`src/include/dlldk_pkg.sv`:
```
package dlldk_pkg;

   // ****************************************
   // timing
   // ****************************************
   localparam int CLK_MHZ        = 50;
   localparam int CLK_PERIOD_NS  = 20;
   localparam int MIN_REF_MHZ    = 5;
   // longest reference period in clock cycles, rounded down
   localparam int MAX_REF_CYCLES = CLK_MHZ / MIN_REF_MHZ;
   localparam int PW             = 8;
   // halving doubles the longest period seen after the input stage
   localparam logic [PW-1:0] MAX_PERIOD = PW'(2 * MAX_REF_CYCLES);
   // the doubled outputs need at least four cycles per period
   localparam logic [PW-1:0] MIN_PERIOD = 8'h04;
   localparam int LOCK_CW              = 3;
   localparam logic [LOCK_CW-1:0] LOCK_MATCHES = 3'h4;

   // ****************************************
   // register map
   // ****************************************
   localparam logic [7:0] OFS_CTRL     = 8'h00;
   localparam logic [7:0] OFS_HINT     = 8'h04;
   localparam logic [7:0] OFS_STATUS   = 8'h08;
   localparam logic [7:0] OFS_IRQ_STAT = 8'h0C;
   localparam logic [7:0] OFS_IRQ_MASK = 8'h10;

   localparam int CTRL_W          = 10;
   localparam int HINT_W          = 16;
   localparam int STAT_LOCK_BIT   = 0;
   localparam int STAT_PERIOD_LSB = 8;
   localparam int STAT_DELAY_LSB  = 16;
   localparam int IRQ_W           = 3;
   localparam int IRQ_GAINED_BIT  = 0;
   localparam int IRQ_LOST_BIT    = 1;
   localparam int IRQ_SLOW_BIT    = 2;

   // divide ratio held as twice the ratio: 3 (1.5) up to 32 (16)
   localparam logic [5:0] RATIO2_MIN     = 6'h03;
   localparam logic [5:0] RATIO2_MAX     = 6'h20;
   localparam logic [5:0] RATIO2_DEFAULT = 6'h04;

   typedef enum logic [1:0] {
      FB_NONE,
      FB_SINGLE,
      FB_DOUBLE
   } dlldk_fb_t;

   typedef enum logic [2:0] {
      REG_CTRL,
      REG_HINT,
      REG_STATUS,
      REG_IRQ_STAT,
      REG_IRQ_MASK,
      REG_NONE
   } dlldk_reg_t;

   // bit 0 enable, bit 1 halve, bits 3:2 feedback, bits 9:4 ratio
   typedef struct packed {
      logic [5:0] ratio2;
      dlldk_fb_t  fb_sel;
      logic       halve;
      logic       enable;
   } dlldk_ctrl_t;

   localparam dlldk_ctrl_t CTRL_RESET = '{ratio2: RATIO2_DEFAULT, fb_sel: FB_SINGLE,
                                          halve: 1'b0, enable: 1'b0};
   localparam logic [HINT_W-1:0] HINT_RESET = 16'h0000;
   localparam logic [IRQ_W-1:0]  MASK_RESET = 3'h0;

   typedef struct packed {
      logic div;
      logic dbl_inv;
      logic dbl;
      logic q270;
      logic q180;
      logic q90;
      logic q0;
   } dlldk_clks_t;

endpackage : dlldk_pkg

```
`src/hw/dlldk_ref_meter.sv`:
```
module dlldk_ref_meter (
   input  wire logic                       ref_clk,
   input  wire logic                       rst,
   input  wire logic                       enable,
   input  wire logic                       halve,
   input  wire logic                       level,
   output logic                            rise,
   output logic [dlldk_pkg::PW-1:0]        period,
   output logic                            period_ok,
   output logic                            too_slow
);

   logic                     prev_reg;
   logic                     half_reg;
   logic [dlldk_pkg::PW-1:0] count_reg;
   logic [dlldk_pkg::PW-1:0] period_reg;
   logic                     ok_reg;
   logic                     raw_rise;
   logic                     saturating;

   // ****************************************
   // input stage
   // ****************************************
   assign raw_rise   = level & ~prev_reg;
   assign rise       = enable & raw_rise & (~halve | half_reg);
   assign saturating = (count_reg == dlldk_pkg::MAX_PERIOD - 8'h01) & ~rise;
   assign too_slow   = enable & saturating;
   assign period     = period_reg;
   assign period_ok  = ok_reg;

   always_ff @(posedge ref_clk or posedge rst) begin
      if (rst) begin
         prev_reg <= 1'b0;
         half_reg <= 1'b0;
      end else begin
         prev_reg <= level;
         if (!enable) begin
            half_reg <= 1'b0;
         end else if (raw_rise) begin
            half_reg <= ~half_reg;
         end
      end
   end

   // ****************************************
   // period measurement
   // ****************************************
   always_ff @(posedge ref_clk or posedge rst) begin
      if (rst) begin
         count_reg  <= dlldk_pkg::MAX_PERIOD;
         period_reg <= 8'h00;
         ok_reg     <= 1'b0;
      end else if (!enable) begin
         count_reg  <= dlldk_pkg::MAX_PERIOD;
         ok_reg     <= 1'b0;
      end else if (rise) begin
         count_reg  <= 8'h01;
         period_reg <= count_reg;
         // two equal periods in a row before the loop trusts them
         ok_reg     <= (count_reg != dlldk_pkg::MAX_PERIOD) &&
                       (count_reg == period_reg) &&
                       (count_reg >= dlldk_pkg::MIN_PERIOD);
      end else if (count_reg != dlldk_pkg::MAX_PERIOD) begin
         count_reg  <= count_reg + 8'h01;
         if (saturating) begin
            ok_reg  <= 1'b0;
         end
      end
   end

endmodule : dlldk_ref_meter

```
`src/hw/dlldk_top.sv`:
```
module dlldk_top (
   input  wire logic        ref_clk,
   input  wire logic        rst,
   input  wire logic        psel,
   input  wire logic        penable,
   input  wire logic        pwrite,
   input  wire logic [7:0]  paddr,
   input  wire logic [31:0] pwdata,
   output logic [31:0]      prdata,
   output logic             pready,
   output logic             pslverr,
   input  wire logic        reference_clock_in,
   input  wire logic        feedback_clock_in,
   output logic             aligned_clock_out,
   output logic             quarter_phase_clock_out,
   output logic             half_phase_clock_out,
   output logic             three_quarter_phase_clock_out,
   output logic             doubled_clock_out,
   output logic             doubled_inverted_clock_out,
   output logic             divided_clock_out,
   output logic             lock_indicator,
   output logic             irq
);

   typedef enum {STEP_NONE, STEP_ADVANCE, STEP_RETARD} dlldk_step_t;

   // ****************************************
   // helpers
   // ****************************************
   function automatic dlldk_pkg::dlldk_reg_t reg_decode(input logic [7:0] addr);
      if (addr == dlldk_pkg::OFS_CTRL) begin
         return dlldk_pkg::REG_CTRL;
      end else if (addr == dlldk_pkg::OFS_HINT) begin
         return dlldk_pkg::REG_HINT;
      end else if (addr == dlldk_pkg::OFS_STATUS) begin
         return dlldk_pkg::REG_STATUS;
      end else if (addr == dlldk_pkg::OFS_IRQ_STAT) begin
         return dlldk_pkg::REG_IRQ_STAT;
      end else if (addr == dlldk_pkg::OFS_IRQ_MASK) begin
         return dlldk_pkg::REG_IRQ_MASK;
      end else begin
         return dlldk_pkg::REG_NONE;
      end
   endfunction : reg_decode

   function automatic logic [dlldk_pkg::PW-1:0] wrap_add(
      input logic [dlldk_pkg::PW-1:0] value,
      input logic [dlldk_pkg::PW-1:0] step,
      input logic [dlldk_pkg::PW-1:0] per);
      logic [dlldk_pkg::PW:0] sum;
      sum = {1'b0, value} + {1'b0, step};
      if (sum >= {1'b0, per}) begin
         sum = sum - {1'b0, per};
      end
      return sum[dlldk_pkg::PW-1:0];
   endfunction : wrap_add

   function automatic dlldk_pkg::dlldk_ctrl_t ctrl_clean(input logic [31:0] data);
      dlldk_pkg::dlldk_ctrl_t c;
      c = dlldk_pkg::dlldk_ctrl_t'(data[dlldk_pkg::CTRL_W-1:0]);
      // out-of-range ratios fall back to the default rather than stall the divider
      if (c.ratio2 < dlldk_pkg::RATIO2_MIN || c.ratio2 > dlldk_pkg::RATIO2_MAX) begin
         c.ratio2 = dlldk_pkg::RATIO2_DEFAULT;
      end
      if (data[3:2] == 2'b11) begin
         c.fb_sel = dlldk_pkg::FB_SINGLE;
      end
      return c;
   endfunction : ctrl_clean

   // ****************************************
   // declarations
   // ****************************************
   dlldk_pkg::dlldk_ctrl_t        ctrl_reg;
   logic [dlldk_pkg::HINT_W-1:0]  hint_reg;
   logic [dlldk_pkg::IRQ_W-1:0]   stat_reg;
   logic [dlldk_pkg::IRQ_W-1:0]   mask_reg;
   logic [31:0]                   prdata_reg;
   logic                          pslverr_reg;
   dlldk_pkg::dlldk_reg_t         sel;
   logic                          apb_setup;
   logic                          apb_write;
   logic                          ctrl_wr;

   logic                          ref_rise;
   logic [dlldk_pkg::PW-1:0]      meas_period;
   logic                          period_ok;
   logic                          too_slow;
   logic [dlldk_pkg::HINT_W-1:0]  hint_cycles;
   logic [dlldk_pkg::PW-1:0]      per;
   logic                          running;

   logic [dlldk_pkg::PW-1:0]      ph_reg;
   logic [dlldk_pkg::PW-1:0]      delay_reg;
   logic [dlldk_pkg::PW-1:0]      lag_reg;
   logic [dlldk_pkg::PW-1:0]      lag_now;
   logic [dlldk_pkg::PW-1:0]      thresh;
   logic                          armed_reg;
   logic                          fb_prev_reg;
   logic                          fb_eval;
   dlldk_step_t                   step;

   logic [dlldk_pkg::LOCK_CW-1:0] match_reg;
   logic                          locked_reg;
   logic                          lock_next;
   logic                          gained;
   logic                          lost;
   logic [dlldk_pkg::IRQ_W-1:0]   events;

   dlldk_pkg::dlldk_clks_t        clks_reg;
   logic [dlldk_pkg::PW-1:0]      hp;
   logic [dlldk_pkg::PW-1:0]      qp;
   logic [dlldk_pkg::PW-1:0]      tq;
   logic [dlldk_pkg::PW-1:0]      ph2;
   logic [13:0]                   div_half;
   logic [13:0]                   div_cnt_reg;
   logic                          div_sync_reg;

   // ****************************************
   // apb slave
   // ****************************************
   assign sel       = reg_decode(paddr);
   assign apb_setup = psel & ~penable;
   assign apb_write = psel & penable & pwrite;
   assign ctrl_wr   = apb_write & (sel == dlldk_pkg::REG_CTRL);
   // read data is captured in the setup cycle, so no wait state is needed
   assign pready    = 1'b1;
   assign prdata    = prdata_reg;
   assign pslverr   = pslverr_reg & psel & penable;

   always_ff @(posedge ref_clk or posedge rst) begin
      if (rst) begin
         prdata_reg  <= 32'h0000_0000;
         pslverr_reg <= 1'b0;
      end else if (apb_setup) begin
         prdata_reg  <= 32'h0000_0000;
         pslverr_reg <= (sel == dlldk_pkg::REG_NONE);
         if (sel == dlldk_pkg::REG_CTRL) begin
            prdata_reg[dlldk_pkg::CTRL_W-1:0] <= ctrl_reg;
         end else if (sel == dlldk_pkg::REG_HINT) begin
            prdata_reg[dlldk_pkg::HINT_W-1:0] <= hint_reg;
         end else if (sel == dlldk_pkg::REG_STATUS) begin
            prdata_reg[dlldk_pkg::STAT_LOCK_BIT] <= locked_reg;
            prdata_reg[dlldk_pkg::STAT_PERIOD_LSB +: dlldk_pkg::PW] <= meas_period;
            prdata_reg[dlldk_pkg::STAT_DELAY_LSB +: dlldk_pkg::PW] <= delay_reg;
         end else if (sel == dlldk_pkg::REG_IRQ_STAT) begin
            prdata_reg[dlldk_pkg::IRQ_W-1:0] <= stat_reg;
         end else if (sel == dlldk_pkg::REG_IRQ_MASK) begin
            prdata_reg[dlldk_pkg::IRQ_W-1:0] <= mask_reg;
         end
      end
   end

   always_ff @(posedge ref_clk or posedge rst) begin
      if (rst) begin
         ctrl_reg <= dlldk_pkg::CTRL_RESET;
         hint_reg <= dlldk_pkg::HINT_RESET;
         mask_reg <= dlldk_pkg::MASK_RESET;
      end else if (apb_write) begin
         if (sel == dlldk_pkg::REG_CTRL) begin
            ctrl_reg <= ctrl_clean(pwdata);
         end else if (sel == dlldk_pkg::REG_HINT) begin
            hint_reg <= pwdata[dlldk_pkg::HINT_W-1:0];
         end else if (sel == dlldk_pkg::REG_IRQ_MASK) begin
            mask_reg <= pwdata[dlldk_pkg::IRQ_W-1:0];
         end
      end
   end

   // ****************************************
   // interrupts
   // ****************************************
   assign events = {too_slow, lost, gained};
   assign irq    = |(stat_reg & mask_reg);

   always_ff @(posedge ref_clk or posedge rst) begin
      if (rst) begin
         stat_reg <= 3'h0;
      end else begin
         // a new event wins over a write-one-to-clear in the same cycle
         if (apb_write && sel == dlldk_pkg::REG_IRQ_STAT) begin
            stat_reg <= (stat_reg & ~pwdata[dlldk_pkg::IRQ_W-1:0]) | events;
         end else begin
            stat_reg <= stat_reg | events;
         end
      end
   end

   // ****************************************
   // reference input stage
   // ****************************************
   dlldk_ref_meter u_meter (
      .ref_clk   (ref_clk),
      .rst       (rst),
      .enable    (ctrl_reg.enable),
      .halve     (ctrl_reg.halve),
      .level     (reference_clock_in),
      .rise      (ref_rise),
      .period    (meas_period),
      .period_ok (period_ok),
      .too_slow  (too_slow)
   );

   // the hint only seeds the output period; lock still waits for a measurement
   assign hint_cycles = ctrl_reg.halve ?
                        16'((hint_reg / 16'(dlldk_pkg::CLK_PERIOD_NS)) << 1) :
                        16'(hint_reg / 16'(dlldk_pkg::CLK_PERIOD_NS));
   always_comb begin
      if (period_ok) begin
         per = meas_period;
      end else if (hint_cycles >= 16'(dlldk_pkg::MIN_PERIOD) &&
                   hint_cycles <= 16'(dlldk_pkg::MAX_PERIOD)) begin
         per = hint_cycles[dlldk_pkg::PW-1:0];
      end else begin
         per = 8'h00;
      end
   end
   assign running = ctrl_reg.enable & (per != 8'h00);

   // ****************************************
   // phase detector
   // ****************************************
   assign lag_now = ref_rise ? 8'h00 : lag_reg;
   assign fb_eval = feedback_clock_in & ~fb_prev_reg & (armed_reg | ref_rise) &
                    running & (ctrl_reg.fb_sel != dlldk_pkg::FB_NONE);
   // a doubled feedback returns twice a period, so the early window halves
   assign thresh  = (ctrl_reg.fb_sel == dlldk_pkg::FB_DOUBLE) ? (per >> 2) : (per >> 1);

   always_comb begin
      step = STEP_NONE;
      if (fb_eval && lag_now != 8'h00) begin
         if (lag_now < thresh) begin
            step = STEP_ADVANCE;
         end else begin
            step = STEP_RETARD;
         end
      end
   end

   always_ff @(posedge ref_clk or posedge rst) begin
      if (rst) begin
         fb_prev_reg <= 1'b0;
         lag_reg     <= 8'h00;
         armed_reg   <= 1'b0;
      end else begin
         fb_prev_reg <= feedback_clock_in;
         if (ref_rise) begin
            lag_reg   <= 8'h01;
            armed_reg <= ~fb_eval;
         end else begin
            if (lag_reg != dlldk_pkg::MAX_PERIOD) begin
               lag_reg <= lag_reg + 8'h01;
            end
            if (fb_eval) begin
               armed_reg <= 1'b0;
            end
         end
      end
   end

   // ****************************************
   // counter-based delay line
   // ****************************************
   always_ff @(posedge ref_clk or posedge rst) begin
      if (rst) begin
         ph_reg    <= 8'h00;
         delay_reg <= 8'h00;
      end else if (!running) begin
         ph_reg    <= 8'h00;
         delay_reg <= 8'h00;
      end else if (ctrl_reg.fb_sel == dlldk_pkg::FB_NONE && ref_rise) begin
         ph_reg    <= 8'h00;
      end else begin
         case (step)
            STEP_ADVANCE: begin
               ph_reg    <= wrap_add(ph_reg, 8'h02, per);
               delay_reg <= wrap_add(delay_reg, per - 8'h01, per);
            end
            STEP_RETARD: begin
               delay_reg <= wrap_add(delay_reg, 8'h01, per);
            end
            default: begin
               ph_reg    <= wrap_add(ph_reg, 8'h01, per);
            end
         endcase
      end
   end

   // ****************************************
   // lock detection
   // ****************************************
   always_comb begin
      lock_next = locked_reg;
      if (!running || !period_ok || ctrl_wr) begin
         lock_next = 1'b0;
      end else if (match_reg == dlldk_pkg::LOCK_MATCHES) begin
         lock_next = 1'b1;
      end
   end
   assign gained = lock_next & ~locked_reg;
   assign lost   = ~lock_next & locked_reg;
   assign lock_indicator = locked_reg;

   always_ff @(posedge ref_clk or posedge rst) begin
      if (rst) begin
         match_reg  <= 3'h0;
         locked_reg <= 1'b0;
      end else begin
         locked_reg <= lock_next;
         if (!running || !period_ok || ctrl_wr) begin
            match_reg <= 3'h0;
         end else if (match_reg != dlldk_pkg::LOCK_MATCHES) begin
            if (ctrl_reg.fb_sel == dlldk_pkg::FB_NONE) begin
               if (ref_rise) begin
                  match_reg <= match_reg + 3'h1;
               end
            end else if (fb_eval) begin
               // an aligned edge counts, any miss starts over
               match_reg <= (lag_now == 8'h00) ? match_reg + 3'h1 : 3'h0;
            end
         end
      end
   end

   // ****************************************
   // output stage
   // ****************************************
   assign hp       = per >> 1;
   assign qp       = per >> 2;
   assign tq       = qp + hp;
   assign ph2      = (ph_reg >= hp) ? ph_reg - hp : ph_reg;
   assign div_half = 14'((14'(ctrl_reg.ratio2) * 14'(per)) >> 2);

   always_ff @(posedge ref_clk or posedge rst) begin
      if (rst) begin
         clks_reg <= 7'h00;
      end else if (!running) begin
         clks_reg <= 7'h00;
      end else begin
         // every output except div comes from the same phase count; all update on the same edge
         clks_reg.q0      <= ph_reg < hp;
         clks_reg.q90     <= (ph_reg >= qp) && (ph_reg < tq);
         clks_reg.q180    <= ph_reg >= hp;
         clks_reg.q270    <= (ph_reg < qp) || (ph_reg >= tq);
         clks_reg.dbl     <= ph2 < qp;
         clks_reg.dbl_inv <= ph2 >= qp;
         if (div_sync_reg && ph_reg == 8'h00) begin
            clks_reg.div  <= 1'b1;
         end else if (!div_sync_reg && div_cnt_reg >= div_half) begin
            clks_reg.div  <= ~clks_reg.div;
         end
      end
   end

   always_ff @(posedge ref_clk or posedge rst) begin
      if (rst) begin
         div_cnt_reg  <= 14'h0001;
         div_sync_reg <= 1'b1;
      end else if (!running || ctrl_wr) begin
         div_cnt_reg  <= 14'h0001;
         div_sync_reg <= 1'b1;
      end else if (div_sync_reg) begin
         if (ph_reg == 8'h00) begin
            div_sync_reg <= 1'b0;
         end
      end else if (div_cnt_reg >= div_half) begin
         div_cnt_reg  <= 14'h0001;
      end else begin
         div_cnt_reg  <= div_cnt_reg + 14'h0001;
      end
   end

   assign aligned_clock_out             = clks_reg.q0;
   assign quarter_phase_clock_out       = clks_reg.q90;
   assign half_phase_clock_out          = clks_reg.q180;
   assign three_quarter_phase_clock_out = clks_reg.q270;
   assign doubled_clock_out             = clks_reg.dbl;
   assign doubled_inverted_clock_out    = clks_reg.dbl_inv;
   assign divided_clock_out             = clks_reg.div;

endmodule : dlldk_top

```
`config.mk`:
```
export PLATFORM = sky130hd
export DESIGN_NAME = dlldk_top
export DESIGN_NICKNAME = d
export VERILOG_FILES = /design/src/include/dlldk_pkg.sv /design/src/hw/dlldk_ref_meter.sv /design/src/hw/dlldk_top.sv
export SDC_FILE = /design/constraint.sdc
export NUM_CORES = 1
export LEC_CHECK = 0
export BUFFER_PORTS_ARGS = -buffer_cell sky130_fd_sc_hd__buf_4
export CORE_MARGIN = 3
export CORE_UTILIZATION = 45
export DETAILED_ROUTE_END_ITERATION = 10
export GPL_ROUTABILITY_DRIVEN = 0
export SYNTH_ARGS = -nofsm -noshare
export SYNTH_HDL_FRONTEND = slang
export SYNTH_HIERARCHICAL = 1
export SYNTH_SLANG_ARGS = --single-unit
```
`constraint.sdc`:
```
create_clock -name ref_clk -period 9.3 [get_ports ref_clk]
set_input_delay 0.93 -clock ref_clk [delete_from_list [all_inputs] [get_ports ref_clk]]
set_output_delay 0.93 -clock ref_clk [all_outputs]
set_load 0.01 [all_outputs]
```
After elaboration in Yosys (flattened, before gate mapping)
Cells that the tools add are included.
- flip-flop bits (word level): 128
- reductions and logical operators: 37
- order comparisons: 19
- multiply operators: 1
- divide/modulo/power cells: 1
- $add $sub $neg: 15
- mux-type cells: 67
- bitwise logic cells: 37
- equality and inequality tests: 28
- operator list (operator ; count):
    two-way mux 8 bit ; 19
    two-way mux 14 bit ; 4
    two-way mux 3 bit ; 14
    greater-or-equal comparator 9 x 8 -> 1 bit ; 4
    == test 32 x 1 -> 1 bit, second input constant ; 1
    == test 32 x 2 -> 1 bit, second input constant ; 1
    two-way mux 16 bit ; 2
    one-hot mux 8 bit (2 select lines) ; 2
    subtractor 8 bit ; 4
    zero test 8 bit ; 3
    adder 8 x 1 -> 9 bit, second input constant ; 2
    AND 1 bit ; 18
    two-way mux 1 bit ; 17
    adder 8 x 1 -> 8 bit, second input constant ; 2
    divider 16 x 5 -> 16 bit, second input constant ; 1
    == test 8 x 4 -> 1 bit, second input constant ; 2
    == test 8 x 5 -> 1 bit, second input constant ; 2
    greater-or-equal comparator 16 x 3 -> 1 bit, second input constant ; 1
    greater-or-equal comparator 8 x 6 -> 1 bit ; 2
    <= comparator 16 x 5 -> 1 bit, second input constant ; 1
    less-than comparator 8 x 6 -> 1 bit ; 2
    less-than comparator 8 x 7 -> 1 bit ; 2
    != test 8 x 5 -> 1 bit, second input constant ; 2
    nonzero test 8 bit ; 2
    other kinds (47) ; 95

Depth between registers and ports, before layout
- word-level depth: 16
- gate-level depth with buffers: 47
- mapped depth without buffers: 41

Hierarchy
The synthesis kept the hierarchy.
- by module, submodules not included (module ; sequential area each (um^2) ; cells an instance ; instances ; area an instance (um^2)):
    dlldk_top ; 2732.6 ; 1466 ; 1 ; 12373.1
    dlldk_ref_meter ; 478.0 ; 88 ; 1 ; 993.5

Worst setup path after synthesis
OpenSTA, ideal clock, no wires.
- kind: register to register
- start: register hint_reg[11] (netlist bit)
- end: register div_cnt_reg[3]
- required time: 9.165 ns
- buffers on the path: 4
- library setup time: 0.135 ns
- clock period less this slack: 9.007 ns
- path slack: 0.293 ns
- arrival: 8.872 ns
- stages on the path, launching flop included: 43
- path through: dfrtp_1 buf_6 nor3b_1 a211oi_1 o21ai_0 and2_1 buf_2 mux2_2 a211oi_4 o211ai_1 a21oi_4 a2111oi_0 or4_4 nor4_2 a22o_1 a22oi_1 a21oi_1 a22o_1 (+7 left out) o21ai_0 a21o_1 nand2_1 a21oi_1 o21ai_0 nand2b_1 a21o_1 a21oi_1 xor2_1 ha_1 inv_1 o21ai_0 nor2_1 nand2_1 clkbuf_1 nor2_1 o21ai_0 o21ai_0
- longest elaborated chain between the ends: 11
- elaborated cells on any way between the ends: 17
- ends and longest elaborated chain (what ; RTL line ; source):
    start, declared ; dlldk_top.sv:75 ; logic [dlldk_pkg::HINT_W-1:0] hint_reg;
    start signal, assigned ; dlldk_top.sv:157 ; hint_reg <= dlldk_pkg::HINT_RESET;
    start signal, assigned ; dlldk_top.sv:163 ; hint_reg <= pwdata[dlldk_pkg::HINT_W-1:0];
    divider 16 x 5 -> 16 bit (*) ; dlldk_top.sv:206, dlldk_top.sv:207 ;
    two-way mux 16 bit (*) ; dlldk_top.sv:205 ; assign hint_cycles = ctrl_reg.halve ?
    greater-or-equal comparator 16 x 3 -> 1 bit / <= comparator 16 x 5 -> 1 bit (equally long branches) ; dlldk_top.sv:211, dlldk_top.sv:212 ;
    logical AND 1 bit ; dlldk_top.sv:211 ; end else if (hint_cycles >= 16'(dlldk_pkg::MIN_PERIOD) &&
    two-way mux 8 bit (*) ; dlldk_top.sv:211 ;
    two-way mux 8 bit (*) ; dlldk_top.sv:209 ; if (period_ok) begin
    multiplier 6 x 8 -> 14 bit / nonzero test 8 bit (equally long branches) ; dlldk_top.sv:332, dlldk_top.sv:218 ;
    greater-or-equal comparator 14 x 12 -> 1 bit / AND 1 bit (equally long branches) ; dlldk_top.sv:366, dlldk_top.sv:218 ;
    two-way mux 14 bit / zero test 1 bit (equally long branches) ; dlldk_top.sv:366, dlldk_top.sv:359 ;
    two-way mux 14 bit / logical OR 1 bit (equally long branches) ; dlldk_top.sv:362, dlldk_top.sv:359 ;
    two-way mux 14 bit / != test 2 x 1 -> 1 bit (equally long branches) ; - ;
    end signal, assigned ; dlldk_top.sv:369 ; div_cnt_reg <= div_cnt_reg + 14'h0001;
    end, declared ; dlldk_top.sv:116 ; logic [13:0] div_cnt_reg;
Mark *: on every way between the ends. The rest lies on a longest branch, timed or not. The select of a mux whose other input is x is not followed.
A chain may end at the register's enable or synchronous reset.

Worst setup path in the final report
- start: register hint_reg[10] (netlist bit)
- end: register clks_reg, in the netlist divided_clock_out
- longest elaborated chain between the ends: 10
- elaborated cells on any way between the ends: 14
- ends and longest elaborated chain (what ; RTL line ; source):
    divider 16 x 5 -> 16 bit (*) ; dlldk_top.sv:206, dlldk_top.sv:207 ;
    two-way mux 16 bit (*) ; dlldk_top.sv:205 ;
    greater-or-equal comparator 16 x 3 -> 1 bit / <= comparator 16 x 5 -> 1 bit (equally long branches) ; dlldk_top.sv:211, dlldk_top.sv:212 ;
    logical AND 1 bit ; dlldk_top.sv:211 ;
    two-way mux 8 bit (*) ; dlldk_top.sv:211 ;
    two-way mux 8 bit (*) ; dlldk_top.sv:209 ;
    multiplier 6 x 8 -> 14 bit ; dlldk_top.sv:332 ; assign div_half = 14'((14'(ctrl_reg.ratio2) * 14'(per)) >> 2);
    greater-or-equal comparator 14 x 12 -> 1 bit ; dlldk_top.sv:349 ; end else if (!div_sync_reg && div_cnt_reg >= div_half) begin
    logical AND 1 bit ; dlldk_top.sv:349 ;
    != test 3 x 1 -> 1 bit (no line) ; - ;
    end, declared ; dlldk_top.sv:110 ; dlldk_pkg::dlldk_clks_t clks_reg;
Mark *: on every way between the ends. The rest lies on a longest branch, timed or not.

==> metrics.txt <==
number of ports placed on the die boundary 90; placed cell count 2071; leftover overflow at the end of global routing 0; Post-CTS Hold Fix Bufs 0; worst-margin pin slew 1.096 ns; Non-Filler Instances 2142; number of warnings reported in the yosys synthesis log 6; mapped cell area 13370 sq um; Setup violations, final 1; clock root buffer sky130_fd_sc_hd__clkbuf_16; count of TritonRoute iterations in the first routing pass 5; FF+latch count, synth 128; Placeable Area 29010 sq um; Post-Syn Instances 1554; crit-path max FO 18; final critical-path share of the clock period 1.003; failing checks negative setup slack; vias per cell 5.754; flip-flop count of the largest register, all copies and words added 24; skew final 0.01362 ns; post-layout minimum cycle time 9.326 ns; total power density per cell area 106.9 nW/um^2; Max clock buf depth 2; final slew viol count 0; sequential share of the synthesized area 0.2402; capturing element type of the critical path register; WL/cell 18.01 um; overall die area 31810 sq um; result of the run complete, but fails checks; top library cells by usage in the layout, fill and taps aside sky130_fd_sc_hd__buf_4 (229), sky130_fd_sc_hd__ha_1 (135), sky130_fd_sc_hd__nand2_1 (117), sky130_fd_sc_hd__dfrtp_1 (117), sky130_fd_sc_hd__inv_1 (93); post-synthesis area per instance 8.601 sq um; die outline width 178.3 um; total power 1.773 mW; CP max stage delay 0.59 ns; category of the worst setup path launch point register; most common flop cell mapped by yosys sky130_fd_sc_hd__dfrtp_1; initial standard-cell utilization of the core 0.4607; global-route wire length before repair 60530 um; largest net degree at the start of global routing 64; initial antenna violation count 0; Worst VDD drop 131.3 uV; RSZ-0062 raised after global routing true; antenna diode count 0; count of nets after finishing 1960; master of the slowest instance on the critical path sky130_fd_sc_hd__or4_4; GRT Total Usage 0.2369; unique cell type count in the Yosys netlist 104; Max transition margin 0.2636; dpl hpwl 27910 um; Chip Height 178.3 um; post-route setup TNS -0.02579 ns; number of clock sinks seen by CTS 128; leading cell type in the layout, fill and taps excluded sky130_fd_sc_hd__buf_4; number of vias in the routed layout 12326; critical path required time 9.64 ns; CP Class register to register; initial detailed-routing violation count 787; PortBufs 64; setup slack after layout -0.02579 ns; count of unresolved DRC violations after routing 0; final hold violation count 0; clock transition at the registers of the reported paths 0.07 ns; fraction of final layout cells sized beyond drive strength 1 0.2582; number of global-route vias before repair 11629; cell seen most often among critical-path stages sky130_fd_sc_hd__a21oi_2; TritonCTS buffer count 17; Routed Wire Length 38580 um; Peak Freq 0.1072 GHz; Layout Area Growth over Synthesis 24.08%; count of nets left with antenna violations after detail routing 0; number of enable flip-flop cells after synthesis 0; leakage 7.885 nW; standard-cell rows 62; clock latency at the later pin of the worst-skew pair 0.44 ns; CTS tree yes; arrival time at the worst endpoint 9.67 ns; worst hold path class register to register; maximum level of the CTS H-tree 4; Maximum Capacitance Violations 0; proportion of register bits with asynchronous set or reset after synthesis 1.000
-- synth_stat cells, types with 14 or more instances --
cell                       count  area, sq um
sky130_fd_sc_hd__a21o_1       38        285.3
sky130_fd_sc_hd__a21oi_1      91        455.4
sky130_fd_sc_hd__a22o_1       14        122.6
sky130_fd_sc_hd__and2_1       40        250.2
sky130_fd_sc_hd__and3_1       35        219.0
sky130_fd_sc_hd__buf_4        15        112.6
sky130_fd_sc_hd__clkbuf_1     50        187.7
sky130_fd_sc_hd__dfrtp_1     122         3053
sky130_fd_sc_hd__fa_1         31        620.6
sky130_fd_sc_hd__ha_1        137         1714
sky130_fd_sc_hd__inv_1        96        360.4
sky130_fd_sc_hd__mux2_2       32        360.4
sky130_fd_sc_hd__mux2i_1      23        230.2
sky130_fd_sc_hd__nand2_1     120        450.4
sky130_fd_sc_hd__nand2b_1     32        200.2
sky130_fd_sc_hd__nand3_1      47        235.2
sky130_fd_sc_hd__nand4_1      23        143.9
sky130_fd_sc_hd__nor2_1      100        375.4
sky130_fd_sc_hd__nor2b_1      27        168.9
sky130_fd_sc_hd__nor3_1       24        120.1
sky130_fd_sc_hd__o21ai_0     110        550.5
sky130_fd_sc_hd__xnor2_1      44        385.4
sky130_fd_sc_hd__xor2_1       47        411.6
-- area by class of cell --
cell class | count | area, sq um
repair buffers | 250 | 2006
clock inverters | 15 | 148.9
flip-flops and latches | 128 | 3217
clock buffers | 17 | 425.4
multi-input cells | 1252 | 9945
inverters | 96 | 362.8
well taps | 384 | 480.5
fillers | 2604 | 12430
-- stage by stage --
stage	instance area, sq um	hold slack [ns]	utilization	setup slack (ns)
after floorplan	13390	0.4350	-	0.2929
after detailed placement	15040	0.4757	0.5183	-0.3334
after global routing	16580	0.5183	0.5716	-0.4291
final	16580	0.4943	0.5716	-0.02579
after CTS	15750	0.4954	0.5429	0.0009441
after global placement	15040	0.4722	0.5183	-0.2706
-- timing repair --
action / CTS / global route
gates resized for setup: 23 / 135
gates cloned: 1 / 2
setup buffers: 6 / 30
pin swaps: 10 / 50
endpoints found under the setup margin: 14 / 18
-- worst paths after layout --
path                                     startpoint                       endpoint  slack (ns)  depth (start not counted)
setup / recovery           hint_reg[10]$_DFFE_PP0P_  divided_clock_out$_DFFE_PP0P_       -0.03                         41
hold / removal                prdata[1]$_DFFE_PP0P_          prdata[1]$_DFFE_PP0P_        0.49                          2
setup reg to reg           hint_reg[10]$_DFFE_PP0P_  divided_clock_out$_DFFE_PP0P_       -0.03                         41
hold reg to reg               prdata[1]$_DFFE_PP0P_          prdata[1]$_DFFE_PP0P_        0.49                          2
max in group asynchronous                       rst       hint_reg[12]$_DFFE_PP0P_        7.34                          3
min in group asynchronous                       rst          prdata[3]$_DFFE_PP0P_        0.57                          2
-- routing by layer --
metal  vias up  global-route usage  wire [um]
li1       5984                   -          -
met4         0             0.06169        636
met1      5984              0.3328      18070
met5         -                   0          0
met2       311              0.3828      18190
met3        47             0.03427       1694
-- worst max-delay path, delay by kind of cell (launching register included) --
kind	cells	cell delay, ns
muxes	1	0.31
buffers and inverters	6	0.74
AOI/OAI and AO/OA	18	3.21
xor gates and xnor gates	1	0.17
and+or+nand+nor	10	2.19
DFF	1	0.46
adders and majority gates	5	2.12
-- cell families after synthesis --
family,after synthesis,share of synthesized area
AOI/OAI and AO/OA,413,0.2129
DFF,128,0.2402
buffers and inverters,181,0.06084
and+or+nand+nor,513,0.2042
other,2,0.0005618
xor gates and xnor gates,92,0.06084
adders and majority gates,170,0.1763
muxes,55,0.04418
-- power breakdown --
group | total, mW | switching [mW] | internal, mW
clock | 0.675 | 0.300 | 0.376
combinational | 0.487 | 0.273 | 0.214
sequential | 0.611 | 0.0317 | 0.579
No activity file was read; power rests on OpenSTA's default activity.
